--- src/btc_map.svh ---
// Constants for the block transfer controller: instruction codes and sizes
// Assumes inclusion by bare name from the package and design modules
`ifndef BTC_MAP_SVH
`define BTC_MAP_SVH
`define BTC_WORD_W 18
`define BTC_ADDR_W 15
`define BTC_DEV_W 6
`define BTC_FUNC_W 3
`define BTC_OWN_DEV 6'h0_020
// External control functions
`define BTC_EXC_START 3'h0_000
`define BTC_EXC_INIT 3'h0_004
// Transfer functions, eleven in all
`define BTC_XFR_LD_FIRST 4'h0_000
`define BTC_XFR_LD_FINAL 4'h0_001
`define BTC_XFR_LD_DEV 4'h0_002
`define BTC_XFR_RD_CUR 4'h0_003
`define BTC_XFR_RD_FINAL 4'h0_004
`define BTC_XFR_RD_DEV 4'h0_005
`define BTC_XFR_RD_STAT 4'h0_006
`define BTC_XFR_LD_DIR 4'h0_007
`define BTC_XFR_RD_DIR 4'h0_008
`define BTC_XFR_CLR_ABN 4'h0_009
`define BTC_XFR_STOP 4'h0_00A
`define BTC_XFR_COUNT 11
// Sense functions
`define BTC_SEN_READY 3'h0_001
`define BTC_SEN_ABNORMAL 3'h0_002
// Sustained rate 202,000 words per second at 125 MHz clock
`define BTC_RATE_WPS 202000
`define BTC_CLK_HZ 125000000
`define BTC_MIN_GAP ((`BTC_CLK_HZ + `BTC_RATE_WPS - 1) / `BTC_RATE_WPS)
`endif

--- src/btc_pkg.sv ---
// Types shared by the block transfer controller modules
// Assumes btc_map.svh is on the include path
`include "btc_map.svh"
package btc_pkg;
  typedef logic [`BTC_ADDR_W-1:0] btc_addr_t;
  typedef logic [`BTC_WORD_W-1:0] btc_word_t;
  typedef logic [`BTC_DEV_W-1:0] btc_dev_t;
  typedef enum logic [1:0] {BTC_CMD_NONE, BTC_CMD_EXC, BTC_CMD_XFR, BTC_CMD_SEN} btc_cmd_e;
  typedef enum {BTC_IDLE, BTC_ARMED, BTC_MEM, BTC_DONE} btc_state_e;
endpackage

--- src/btc_dec_if.sv ---
// Carrier between instruction decoder and sequence core
// Assumes one clock domain shared by both ends
`timescale 1ns/1ps
interface btc_dec_if;
  import btc_pkg::*;
  btc_cmd_e cmd;
  logic [3:0] func;
  modport dec (output cmd, output func);
  modport core (input cmd, input func);
endinterface

--- src/btc_decode.sv ---
// Decodes host I/O cable instructions addressed to this controller
// Assumes instruction strobe, device number and function are synchronous
`timescale 1ns/1ps
module btc_decode (
  // Host cable
  input wire logic instrStb,
  input wire btc_pkg::btc_cmd_e instrKind,
  input wire btc_pkg::btc_dev_t instrDev,
  input wire logic [3:0] instrFunc,
  input wire btc_pkg::btc_dev_t ownDev,
  // To core
  btc_dec_if.dec dec
);
  import btc_pkg::*;
  wire logic hit;
  wire logic legal;
  function automatic logic isLegal(input btc_cmd_e k, input logic [3:0] f);
    case (k)
      BTC_CMD_EXC: isLegal = f == {1'b0, `BTC_EXC_START} || f == {1'b0, `BTC_EXC_INIT};
      BTC_CMD_XFR: isLegal = f < 4'(`BTC_XFR_COUNT);
      BTC_CMD_SEN: isLegal = f == {1'b0, `BTC_SEN_READY} || f == {1'b0, `BTC_SEN_ABNORMAL};
      default: isLegal = 1'b0;
    endcase
  endfunction
  assign hit = instrStb && instrDev == ownDev;
  assign legal = isLegal(instrKind, instrFunc);
  assign dec.cmd = (hit && legal) ? instrKind : BTC_CMD_NONE;
  assign dec.func = instrFunc;
endmodule

--- src/btc_core.sv ---
// Block transfer controller: address control, sequencing and host decode
// Assumes memory acks each request once; peripheral holds request until ack
//
// Behaviour
// - Hold current and final block addresses
// - Move words only on peripheral request
// - End transfer itself after last word
// - Peripheral stop ends transfer at once
// - Sense connection and abnormal stop
// - Decode two control, eleven transfer, two sense
// - Attach to host cable like any peripheral
// - Drive and accept transfer cable handshakes
// - Supply address and move one item
// - Release peripheral on completion or stop
// - Full-width words at up to rated speed
// - Several controllers share cable by priority
`timescale 1ns/1ps
`include "btc_map.svh"
module btc_core #(
  parameter int WORD_W = `BTC_WORD_W,
  parameter btc_pkg::btc_dev_t OWN_DEV = `BTC_OWN_DEV,
  parameter int MIN_GAP = `BTC_MIN_GAP
) (
  // Clock and reset
  input wire logic ref_clk,
  input wire logic rst,
  // Host I/O cable instructions
  input wire logic instrStb,
  input wire btc_pkg::btc_cmd_e instrKind,
  input wire btc_pkg::btc_dev_t instrDev,
  input wire logic [3:0] instrFunc,
  input wire logic [WORD_W-1:0] hostDataIn,
  output logic [WORD_W-1:0] hostDataOut,
  output logic hostDataValid,
  output logic senseTrue,
  // Priority chain on the host cable
  input wire logic prioIn,
  output logic prioOut,
  // Memory access port
  output logic memReq,
  output logic memWrite,
  output btc_pkg::btc_addr_t memAddr,
  output logic [WORD_W-1:0] memWData,
  input wire logic memAck,
  input wire logic [WORD_W-1:0] memRData,
  // Transfer cable to peripherals
  output btc_pkg::btc_dev_t selDev,
  output logic selActive,
  input wire logic periphConnected,
  input wire logic periphReq,
  input wire logic periphStop,
  input wire logic [WORD_W-1:0] periphDataIn,
  output logic [WORD_W-1:0] periphDataOut,
  output logic periphAck,
  output logic blockDone
);
  import btc_pkg::*;
  btc_dec_if decBus();
  btc_decode uDec (
    .instrStb(instrStb),
    .instrKind(instrKind),
    .instrDev(instrDev),
    .instrFunc(instrFunc),
    .ownDev(OWN_DEV),
    .dec(decBus)
  );
  btc_state_e state_reg, state_next;
  btc_addr_t cur_reg;
  btc_addr_t final_reg;
  btc_dev_t dev_reg;
  logic toMem_reg;
  logic abn_reg;
  logic act_reg;
  logic [WORD_W-1:0] hostOut_reg;
  logic [WORD_W-1:0] pOut_reg;
  logic [WORD_W-1:0] mData_reg;
  logic hostVal_reg;
  logic sense_reg;
  logic ack_reg;
  logic done_reg;
  logic memReq_reg;
  logic prio_reg;
  logic [15:0] gap_reg;
  // Instruction decode
  wire logic isExc = decBus.cmd == BTC_CMD_EXC;
  wire logic isXfr = decBus.cmd == BTC_CMD_XFR;
  wire logic isSen = decBus.cmd == BTC_CMD_SEN;
  wire logic doInit = rst || (isExc && decBus.func == {1'b0, `BTC_EXC_INIT});
  wire logic doStart = isExc && decBus.func == {1'b0, `BTC_EXC_START} && state_reg == BTC_IDLE;
  wire logic doHalt = isXfr && decBus.func == `BTC_XFR_STOP;
  wire logic isLdFirst = isXfr && decBus.func == `BTC_XFR_LD_FIRST;
  wire logic isLdFinal = isXfr && decBus.func == `BTC_XFR_LD_FINAL;
  wire logic isLdDev = isXfr && decBus.func == `BTC_XFR_LD_DEV;
  wire logic isLdDir = isXfr && decBus.func == `BTC_XFR_LD_DIR;
  wire logic isRdCur = isXfr && decBus.func == `BTC_XFR_RD_CUR;
  wire logic isRdFinal = isXfr && decBus.func == `BTC_XFR_RD_FINAL;
  wire logic isRdDev = isXfr && decBus.func == `BTC_XFR_RD_DEV;
  wire logic isRdDir = isXfr && decBus.func == `BTC_XFR_RD_DIR;
  wire logic isRdStat = isXfr && decBus.func == `BTC_XFR_RD_STAT;
  wire logic isClrAbn = isXfr && decBus.func == `BTC_XFR_CLR_ABN;
  // Sequence conditions
  wire logic busy = state_reg != BTC_IDLE;
  wire logic lastWord = cur_reg == final_reg;
  wire logic gapOk = gap_reg == 16'h0_000;
  // Skip ack cycle, request may be stale
  wire logic takeReq = state_reg == BTC_ARMED && periphReq && prioIn && gapOk && !periphStop && !ack_reg;
  wire logic stopNow = busy && periphStop;
  wire logic wordDone = state_reg == BTC_MEM && memAck;
  // Host read and sense selection
  wire logic [WORD_W-1:0] rdSel =
    isRdCur ? WORD_W'(cur_reg) :
    isRdFinal ? WORD_W'(final_reg) :
    isRdDev ? WORD_W'(dev_reg) :
    isRdDir ? WORD_W'(toMem_reg) :
    isRdStat ? WORD_W'({abn_reg, busy}) : '0;
  wire logic rdHit = isRdCur || isRdFinal || isRdDev || isRdDir || isRdStat;
  wire logic senVal = decBus.func == {1'b0, `BTC_SEN_READY} ? (busy && periphConnected) : abn_reg;
  // Next state
  always_comb begin
    state_next = state_reg;
    case (state_reg)
      BTC_IDLE: if (doStart) state_next = BTC_ARMED;
      BTC_ARMED: if (takeReq) state_next = BTC_MEM;
      BTC_MEM: if (wordDone) state_next = lastWord ? BTC_DONE : BTC_ARMED;
      BTC_DONE: state_next = BTC_IDLE;
      default: state_next = BTC_IDLE;
    endcase
    if (stopNow || doHalt || doInit) state_next = BTC_IDLE;
  end
  // State and transfer-active flag
  always_ff @(posedge ref_clk) begin
    state_reg <= state_next;
    act_reg <= state_next != BTC_IDLE;
  end
  // Current address
  always_ff @(posedge ref_clk) begin
    if (doInit) cur_reg <= '0;
    else if (isLdFirst && !busy) cur_reg <= btc_addr_t'(hostDataIn);
    else if (wordDone && !lastWord) cur_reg <= cur_reg + 1'b1;
  end
  // Final address
  always_ff @(posedge ref_clk) begin
    if (doInit) final_reg <= '0;
    else if (isLdFinal && !busy) final_reg <= btc_addr_t'(hostDataIn);
  end
  // Selected device
  always_ff @(posedge ref_clk) begin
    if (doInit) dev_reg <= '0;
    else if (isLdDev && !busy) dev_reg <= btc_dev_t'(hostDataIn);
  end
  // Direction
  always_ff @(posedge ref_clk) begin
    if (doInit) toMem_reg <= 1'b0;
    else if (isLdDir && !busy) toMem_reg <= hostDataIn[0];
  end
  // Abnormal stop flag
  always_ff @(posedge ref_clk) begin
    if (doInit) abn_reg <= 1'b0;
    else if (stopNow) abn_reg <= 1'b1;
    else if (isClrAbn) abn_reg <= 1'b0;
  end
  // Host read data and sense
  always_ff @(posedge ref_clk) begin
    if (rst) begin
      hostOut_reg <= '0;
      hostVal_reg <= 1'b0;
      sense_reg <= 1'b0;
    end else begin
      hostVal_reg <= rdHit;
      hostOut_reg <= rdHit ? rdSel : '0;
      sense_reg <= isSen && senVal;
    end
  end
  // Memory request and peripheral handshake
  always_ff @(posedge ref_clk) begin
    if (doInit || stopNow) begin
      memReq_reg <= 1'b0;
      ack_reg <= 1'b0;
      done_reg <= 1'b0;
      gap_reg <= '0;
      pOut_reg <= '0;
      mData_reg <= '0;
    end else begin
      ack_reg <= 1'b0;
      done_reg <= wordDone && lastWord;
      if (takeReq) begin
        memReq_reg <= 1'b1;
        mData_reg <= periphDataIn;
        gap_reg <= 16'(MIN_GAP - 1);
      end else if (gap_reg != 16'h0_000) begin
        gap_reg <= gap_reg - 1'b1;
      end
      if (wordDone) begin
        memReq_reg <= 1'b0;
        ack_reg <= 1'b1;
        if (!toMem_reg) pOut_reg <= memRData;
      end
      if (doHalt) memReq_reg <= 1'b0;
    end
  end
  // Priority pass-on
  always_ff @(posedge ref_clk) begin
    prio_reg <= rst ? 1'b0 : (prioIn && !(state_reg == BTC_ARMED && periphReq));
  end
  // Outputs
  assign hostDataOut = hostOut_reg;
  assign hostDataValid = hostVal_reg;
  assign senseTrue = sense_reg;
  assign prioOut = prio_reg;
  assign memReq = memReq_reg;
  assign memWrite = toMem_reg;
  assign memAddr = cur_reg;
  assign memWData = mData_reg;
  assign selDev = dev_reg;
  assign selActive = act_reg;
  assign periphDataOut = pOut_reg;
  assign periphAck = ack_reg;
  assign blockDone = done_reg;
endmodule

--- config.mk ---
export PLATFORM = sky130hd
export DESIGN_NAME = btc_core
export DESIGN_NICKNAME = d
export VERILOG_FILES = /design/src/btc_pkg.sv /design/src/btc_dec_if.sv /design/src/btc_decode.sv /design/src/btc_core.sv
export VERILOG_INCLUDE_DIRS = /design/src
export SDC_FILE = /design/constraint.sdc
export NUM_CORES = 1
export LEC_CHECK = 0
export BUFFER_PORTS_ARGS = -buffer_cell sky130_fd_sc_hd__buf_2
export CORE_AREA = 3 3 117 119
export CTS_BUF_LIST = sky130_fd_sc_hd__clkbuf_8
export DETAILED_ROUTE_END_ITERATION = 8
export DIE_AREA = 0 0 120 122
export GPL_ROUTABILITY_DRIVEN = 0
export PLACE_DENSITY = 0.7
export REMOVE_ABC_BUFFERS = 1
export SYNTH_ARGS = -nofsm -noshare
export SYNTH_HDL_FRONTEND = slang
export SYNTH_SLANG_ARGS = --single-unit
--- constraint.sdc ---
create_clock -name ref_clk -period 4.2 [get_ports ref_clk]
set_clock_uncertainty 0.05 [all_clocks]
set_input_delay 0 -clock ref_clk [delete_from_list [all_inputs] [get_ports ref_clk]]
set_output_delay 0 -clock ref_clk [all_outputs]
set_load 0.02 [all_outputs]
After elaboration in Yosys (flattened, before gate mapping)
Cells that the tools add are included.

Register bits after elaboration: 147. Word-level logic and storage cells: 129. Output and inout bits: 83.

Reductions and logical operators: 62. Magnitude comparators: 1. Eq/ne operators: 22. Bitwise logic cells: 2. Muxes and demuxes: 21. $add $sub $neg: 2.

Operators by type and width (number): 2-to-1 mux 32 bit (4); case mux 32 bit (3 select lines) (1); == test 32 x 2 -> 1 bit, second input constant (2); zero test 32 bit (2); nonzero test 32 bit (2); 2-to-1 mux 15 bit (4); == test 32 x 1 -> 1 bit, second input constant (1); == test 32 x 3 -> 1 bit, second input constant (1); logical AND 1 bit (32); 2-to-1 mux 10 bit (2); == test 4 x 3 -> 1 bit, second input constant (4); zero test 16 bit (1); nonzero test 16 bit (1); subtractor 16 x 1 -> 16 bit, second input constant (1); adder 15 x 1 -> 15 bit, second input constant (1); == test 15 bit (1); == test 4 bit, second input constant (3); logical OR 1 bit (10); == test 2 bit, second input constant (4); == test 4 x 2 -> 1 bit, second input constant (2); 2-to-1 mux 2 bit (4); == test 6 bit, second input constant (1); 2-to-1 mux 6 bit (1); nonzero test 2 bit (3); 12 further kinds (22).

Depth between registers and ports, before layout
Depth after elaboration: 13. Gate-level depth with buffers: 9. Depth with buffers taken out: 8.

Cells and area by module
Synthesis repeated with hierarchy kept, for this count alone.

Cell total of the unflattened synthesis: 643. Area, all modules: 5943.2 um^2.

Modules (own cells, without submodules): btc_core (seq. area each 2882.8 um^2, cells each 620, times used 1, area an instance 5778.0 um^2); btc_decode (seq. area each 0.0 um^2, cells each 23, times used 1, area an instance 165.2 um^2).

Worst setup path after synthesis
OpenSTA, ideal clock, no wires.

Kind: register to register. Start point: register gap_reg[3]. End point: register mData_reg[13] (netlist: memWData[13]). Period minus slack after synthesis: 2311 ps. Stages on the path, launching flop included: 8. Library setup time: 132 ps. Path slack: 1889 ps. Arrival time: 2129 ps. Cell sequence: dfxtp_1 -> or4_1 -> nor4_1 -> and2_1 -> nand3_1 -> clkbuf_1 -> nand2_1 -> a21oi_1.

Longest elaborated chain between the ends: 4.

RTL lines: from (decl) (line btc_core.sv:83) `logic [15:0] gap_reg;`; from (signal assigned) (line btc_core.sv:189) `gap_reg <= 16'(MIN_GAP - 1);`; from (signal assigned) (line btc_core.sv:191) `gap_reg <= gap_reg - 1'b1;`; zero test 16 bit (line btc_core.sv:104) `wire logic gapOk = gap_reg == 16'h0_000;`; logical AND 1 bit (3 in a row) (line btc_core.sv:106) `wire logic takeReq = state_reg == BTC_ARMED && periphReq && prioIn && gapOk && !periphStop && !ack_reg;`; to (signal assigned) (line btc_core.sv:188) `mData_reg <= periphDataIn;`; to (decl) (line btc_core.sv:76) `logic [WORD_W-1:0] mData_reg;`.

No other way between the ends. A chain may end at the register's enable or synchronous reset.

Final worst setup path
Start point: register state_reg[6]. End point: register sense_reg (netlist: senseTrue).

Longest elaborated chain between the ends: 4.

RTL lines: from (decl) (line btc_core.sv:67) `btc_state_e state_reg, state_next;`; from (signal assigned) (line btc_core.sv:132) `state_reg <= state_next;`; nonzero test 32 bit (line btc_core.sv:102) `wire logic busy = state_reg != BTC_IDLE;`; logical AND 1 bit (line btc_core.sv:117) `` wire logic senVal = decBus.func == {1'b0, `BTC_SEN_READY} ? (busy && periphConnected) : abn_reg; ``; 2-to-1 mux 1 bit (line btc_core.sv:117); logical AND 1 bit (line btc_core.sv:171) `sense_reg <= isSen && senVal;`; to (signal assigned) (line btc_core.sv:171); to (decl) (line btc_core.sv:78) `logic sense_reg;`.

No other way between the ends.

==> results.txt <==
Setup repair after global routing left no endpoint under its margin. The library cell occupying the most area in the post-synthesis netlist is dfxtp_1. The mean instance size in the synthesized netlist is between 8 and 9 µm². The worst-case vdd ir drop came out at 0.214 mV. The critical path goes through nor4_1 -> nand4_1 -> or2_2 -> nand4_1 -> dlygate4sd3_1 -> a21oi_1 -> dlygate4sd3_1. The fraction of synthesis flops using an asynchronous set or reset pin came out at 0.

The share of cells above drive strength 1 came out at 0.229. The number of antenna diodes in the final layout is 0. Setup total negative slack on the finished layout was measured at 0 ns. The number of antenna violations at the first check in global routing came out at 0.

The clock edge transition at the registers on the reported setup and hold paths is around 0.08 ns. The worst-margin pin slew came out at ~1.2 ns. Wires add up to about 16000 µm. The H-tree depth reported by CTS came out at 4. The combined area of the multi-input logic cells is around 2700 µm². The number of top-level design ports came out at around 160. The path class of the lowest-slack min-delay path is input pin to flop. For this design the static power due to leakage is 3.20 nW. The DRC violation count after routing came out at 0. The number of rows in the core area is approximately 40. The remaining max-slew budget at the tightest pin came out at 0.220.

The post-synthesis sequential area ratio is 0.504. In this run the power density over the cells is approximately 410 nW/µm². The largest net degree at the start of global routing came out at between 40 and 50. The HPWL after detailed placement came out at roughly 11000 µm. The prevailing post-synth register cell is dfxtp_1.

The combined flip-flop and latch cell area came out at around 2900 µm². The largest individual stage delay along the critical path comes from the cell dlygate4sd3_1. The total power is around 3.1 mW. The maximum count of clock buffers along a single path came out at 2. TritonCTS built the clock tree. The smallest clock period supported by the final layout is computed as about 2.9 ns. Of all nets on the critical path, the largest fanout is 9. The flip-flop count of the largest register after layout came out at 32. The initial core utilization came out at 0.451. For this run, the total global-route usage over all layers was measured as 0.219.

The largest single stage delay on the critical path is 0.55 ns. The buffer count from post-CTS setup fixing came out at 0. Yosys attributes the largest share of cell area to dfxtp_1 50%, nand2_1 8.7%, a21oi_1 5.9%. The number of failing hold endpoints at the final stage came out at 0. The total global routing overflow is 0. The share of synthesized area in the top cell type comes to 0.504. The count of flip-flops with a built-in enable after synthesis is 0. The area of the die came out at between 10000 and 15000 µm².

Derived from the worst setup path, the maximum achievable clock frequency is 0.341 GHz. The number of filler cells placed in the layout came out at roughly 1100. In this run the vertical extent of the chip is roughly 120 µm.

The clock network latency to the later pin of the worst-skew pair came out at around 0.44 ns. The number of search-and-repair iterations in the first detailed-routing pass came out at 5. Setup violations remaining at the end of the flow were counted as 0. The layout-stage area growth over the synthesis result is 34.1%. In this run the horizontal extent of the chip is 120 µm.

The root buffer cell chosen for the clock tree is clkbuf_8. The run finished with clean final reports. The share of synthesized cell area in full adder, half adder and majority cells came out at 0.00657. The number of synthesized register bits is ~140. Input and output buffers added on the ports amount to 150. The share of synthesized area spent on multiplexers is 0.0258.

The number of global-route vias before repair is approximately 5300. Across all hold checks on the routed design, the worst slack comes to roughly 0.068 ns. Across the run, the number of max-cap violations was 0.

The post-synthesis cell type count came out at 55. Dividing the detail-routed wire length by the instance count gives between 10 and 15 µm. STA classifies the critical path startpoint as a flop. The core box area came out at roughly 13000 µm². The final net count is 965. The first global-routing pass estimated 25500 µm of wire. The simple-gate portion of the synthesized area came out at 0.245. The endpoint kind of the worst setup timing path is a flop. The xor/xnor share of the synthesized area came out at 0.0506.

The post-synthesis compound-gate area fraction was 0.130. At the worst endpoint, the required time is around 4.5 ns. In the routed layout, each cell is associated on average with a via count of about 5.2.

At the end of the flow the core is filled with cells to 0.605. The first routing iteration left approximately 500 violations. CTS saw between 100 and 150 sinks. The signal arrival time at the worst endpoint came out at 3.20 ns. The max-slew violation count came out at 0. The area of the mapped netlist is 5720 µm².

The number of buffers added by the clock tree synthesis step is 17. Across all layers, the routed design uses between 5000 and 6000 vias. The number of instances in the synthesized netlist came out at around 660. The post-route antenna net violation count came out at 0. The largest family of logic cells by synthesized area is simple AND/OR/NAND/NOR gates. In the finished design, the share of the clock period the worst path needs comes to 0.699.

The critical path in this run is classified as flop to flop. The total number of yosys warnings came out at 0.
-- cells in the mapped netlist, types with 2 or more instances --
master / n
nand3b_1: 3
nor3_1: 14
o31ai_1: 2
nand4b_1: 7
and2_1: 2
mux2_2: 6
nand3_1: 19
and3_1: 5
a32oi_1: 2
nand2_1: 133
o21ai_0: 6
dfxtp_1: 144
nor3_2: 3
inv_1: 7
or2_2: 3
a22oi_1: 14
nand4_1: 9
mux2i_1: 8
nor2_1: 59
nor4_1: 16
xnor2_1: 3
or3_1: 3
clkbuf_1: 21
xor2_1: 30
nor3b_1: 4
a31oi_1: 7
a21oi_1: 67
a41oi_1: 2
buf_1: 3
buf_2: 7
nor2b_1: 2
o22ai_1: 2
buf_4: 3
or4_1: 5
ha_1: 3
o211ai_1: 3
nand2b_1: 5
buf_6: 3
a211oi_2: 5
-- worst max-delay path: cells and delay by family (launching register included) --
family          cells  cell delay, ns
simple gates        4            1.30
buf+inv             2            1.10
flops               1            0.30
compound gates      1            0.07
-- through the flow --
stage / instances / cell area, µm² / setup slack, ns
after floorplan: 651 / 5650 / 1.45
after global placement: 979 / 6670 / 1.39
after detailed placement: 979 / 6670 / 1.35
after CTS: 1071 / 7660 / 1.24
after global routing: 1071 / 7660 / 1.03
final: 1071 / 7660 / 1.26
-- cell families (layout without fill, tap and decap cells) --
kind of cell,after synthesis,count (layout)
AO/OA/AOI/OAI,120,120
AND/OR/NAND/NOR,297,297
adder cells (fa/ha/maj),3,3
flip-flops,144,144
other,1,33
buffers and inverters,44,255
XOR/XNOR,33,33
multiplexers,14,14
-- worst paths after layout --
check / from / endpoint / slack, ns / cells after the start
max reg2reg: state_reg[6] / senseTrue / 1.26 / 7
min: instrFunc[0] / hostDataOut[3] / 0.07 / 4
min reg2reg: periphDataOut[9] / periphDataOut[9] / 0.40 / 2
max: state_reg[6] / senseTrue / 1.26 / 7
-- metal layers --
metal	vias to the layer above	global-route usage	share of wire
met5	-	0	0
met4	0	0.115	0.033
met3	40	0.0548	0.076
met2	233	0.375	0.49
met1	2611	0.254	0.40
li1	2705	-	-
-- timing repair --
action | CTS | global route
gates resized for setup | 0 | 0
hold buffers | 62 | 0
endpoints found under the hold margin | 79 | 0
-- area by class of cell --
type,instances,area share
timing repair buffer,218,0.185
multi-input combinational,500,0.358
clock inverter,11,0.0153
clock buffer,19,0.0341
tap,172,0.0281
sequential,144,0.376
inverter,7,0.00343
-- report_power, final --
group          internal (mW)  leakage [nW]  switching [mW]  total, mW
sequential              1.43          1.17          0.0487       1.48
combinational          0.261          1.84           0.328      0.590
clock                  0.547         0.187           0.500       1.05
-- placed cells by master (no fill, tap or decap), types with 4 or more instances in the layout --
cell type	n
a211oi_2	5
a21oi_1	67
a22oi_1	14
a31oi_1	7
and3_1	5
buf_2	150
buf_4	6
clkbuf_8	19
clkinvlp_4	4
conb_1	33
dfxtp_1	144
dlygate4sd3_1	62
inv_1	8
mux2_2	6
mux2i_1	8
nand2_1	133
nand2b_1	5
nand3_1	19
nand4_1	9
nand4b_1	7
nor2_1	59
nor3_1	14
nor3b_1	4
nor4_1	16
o21ai_0	6
or4_1	5
xor2_1	30
(Power assumes the default switching activity.)
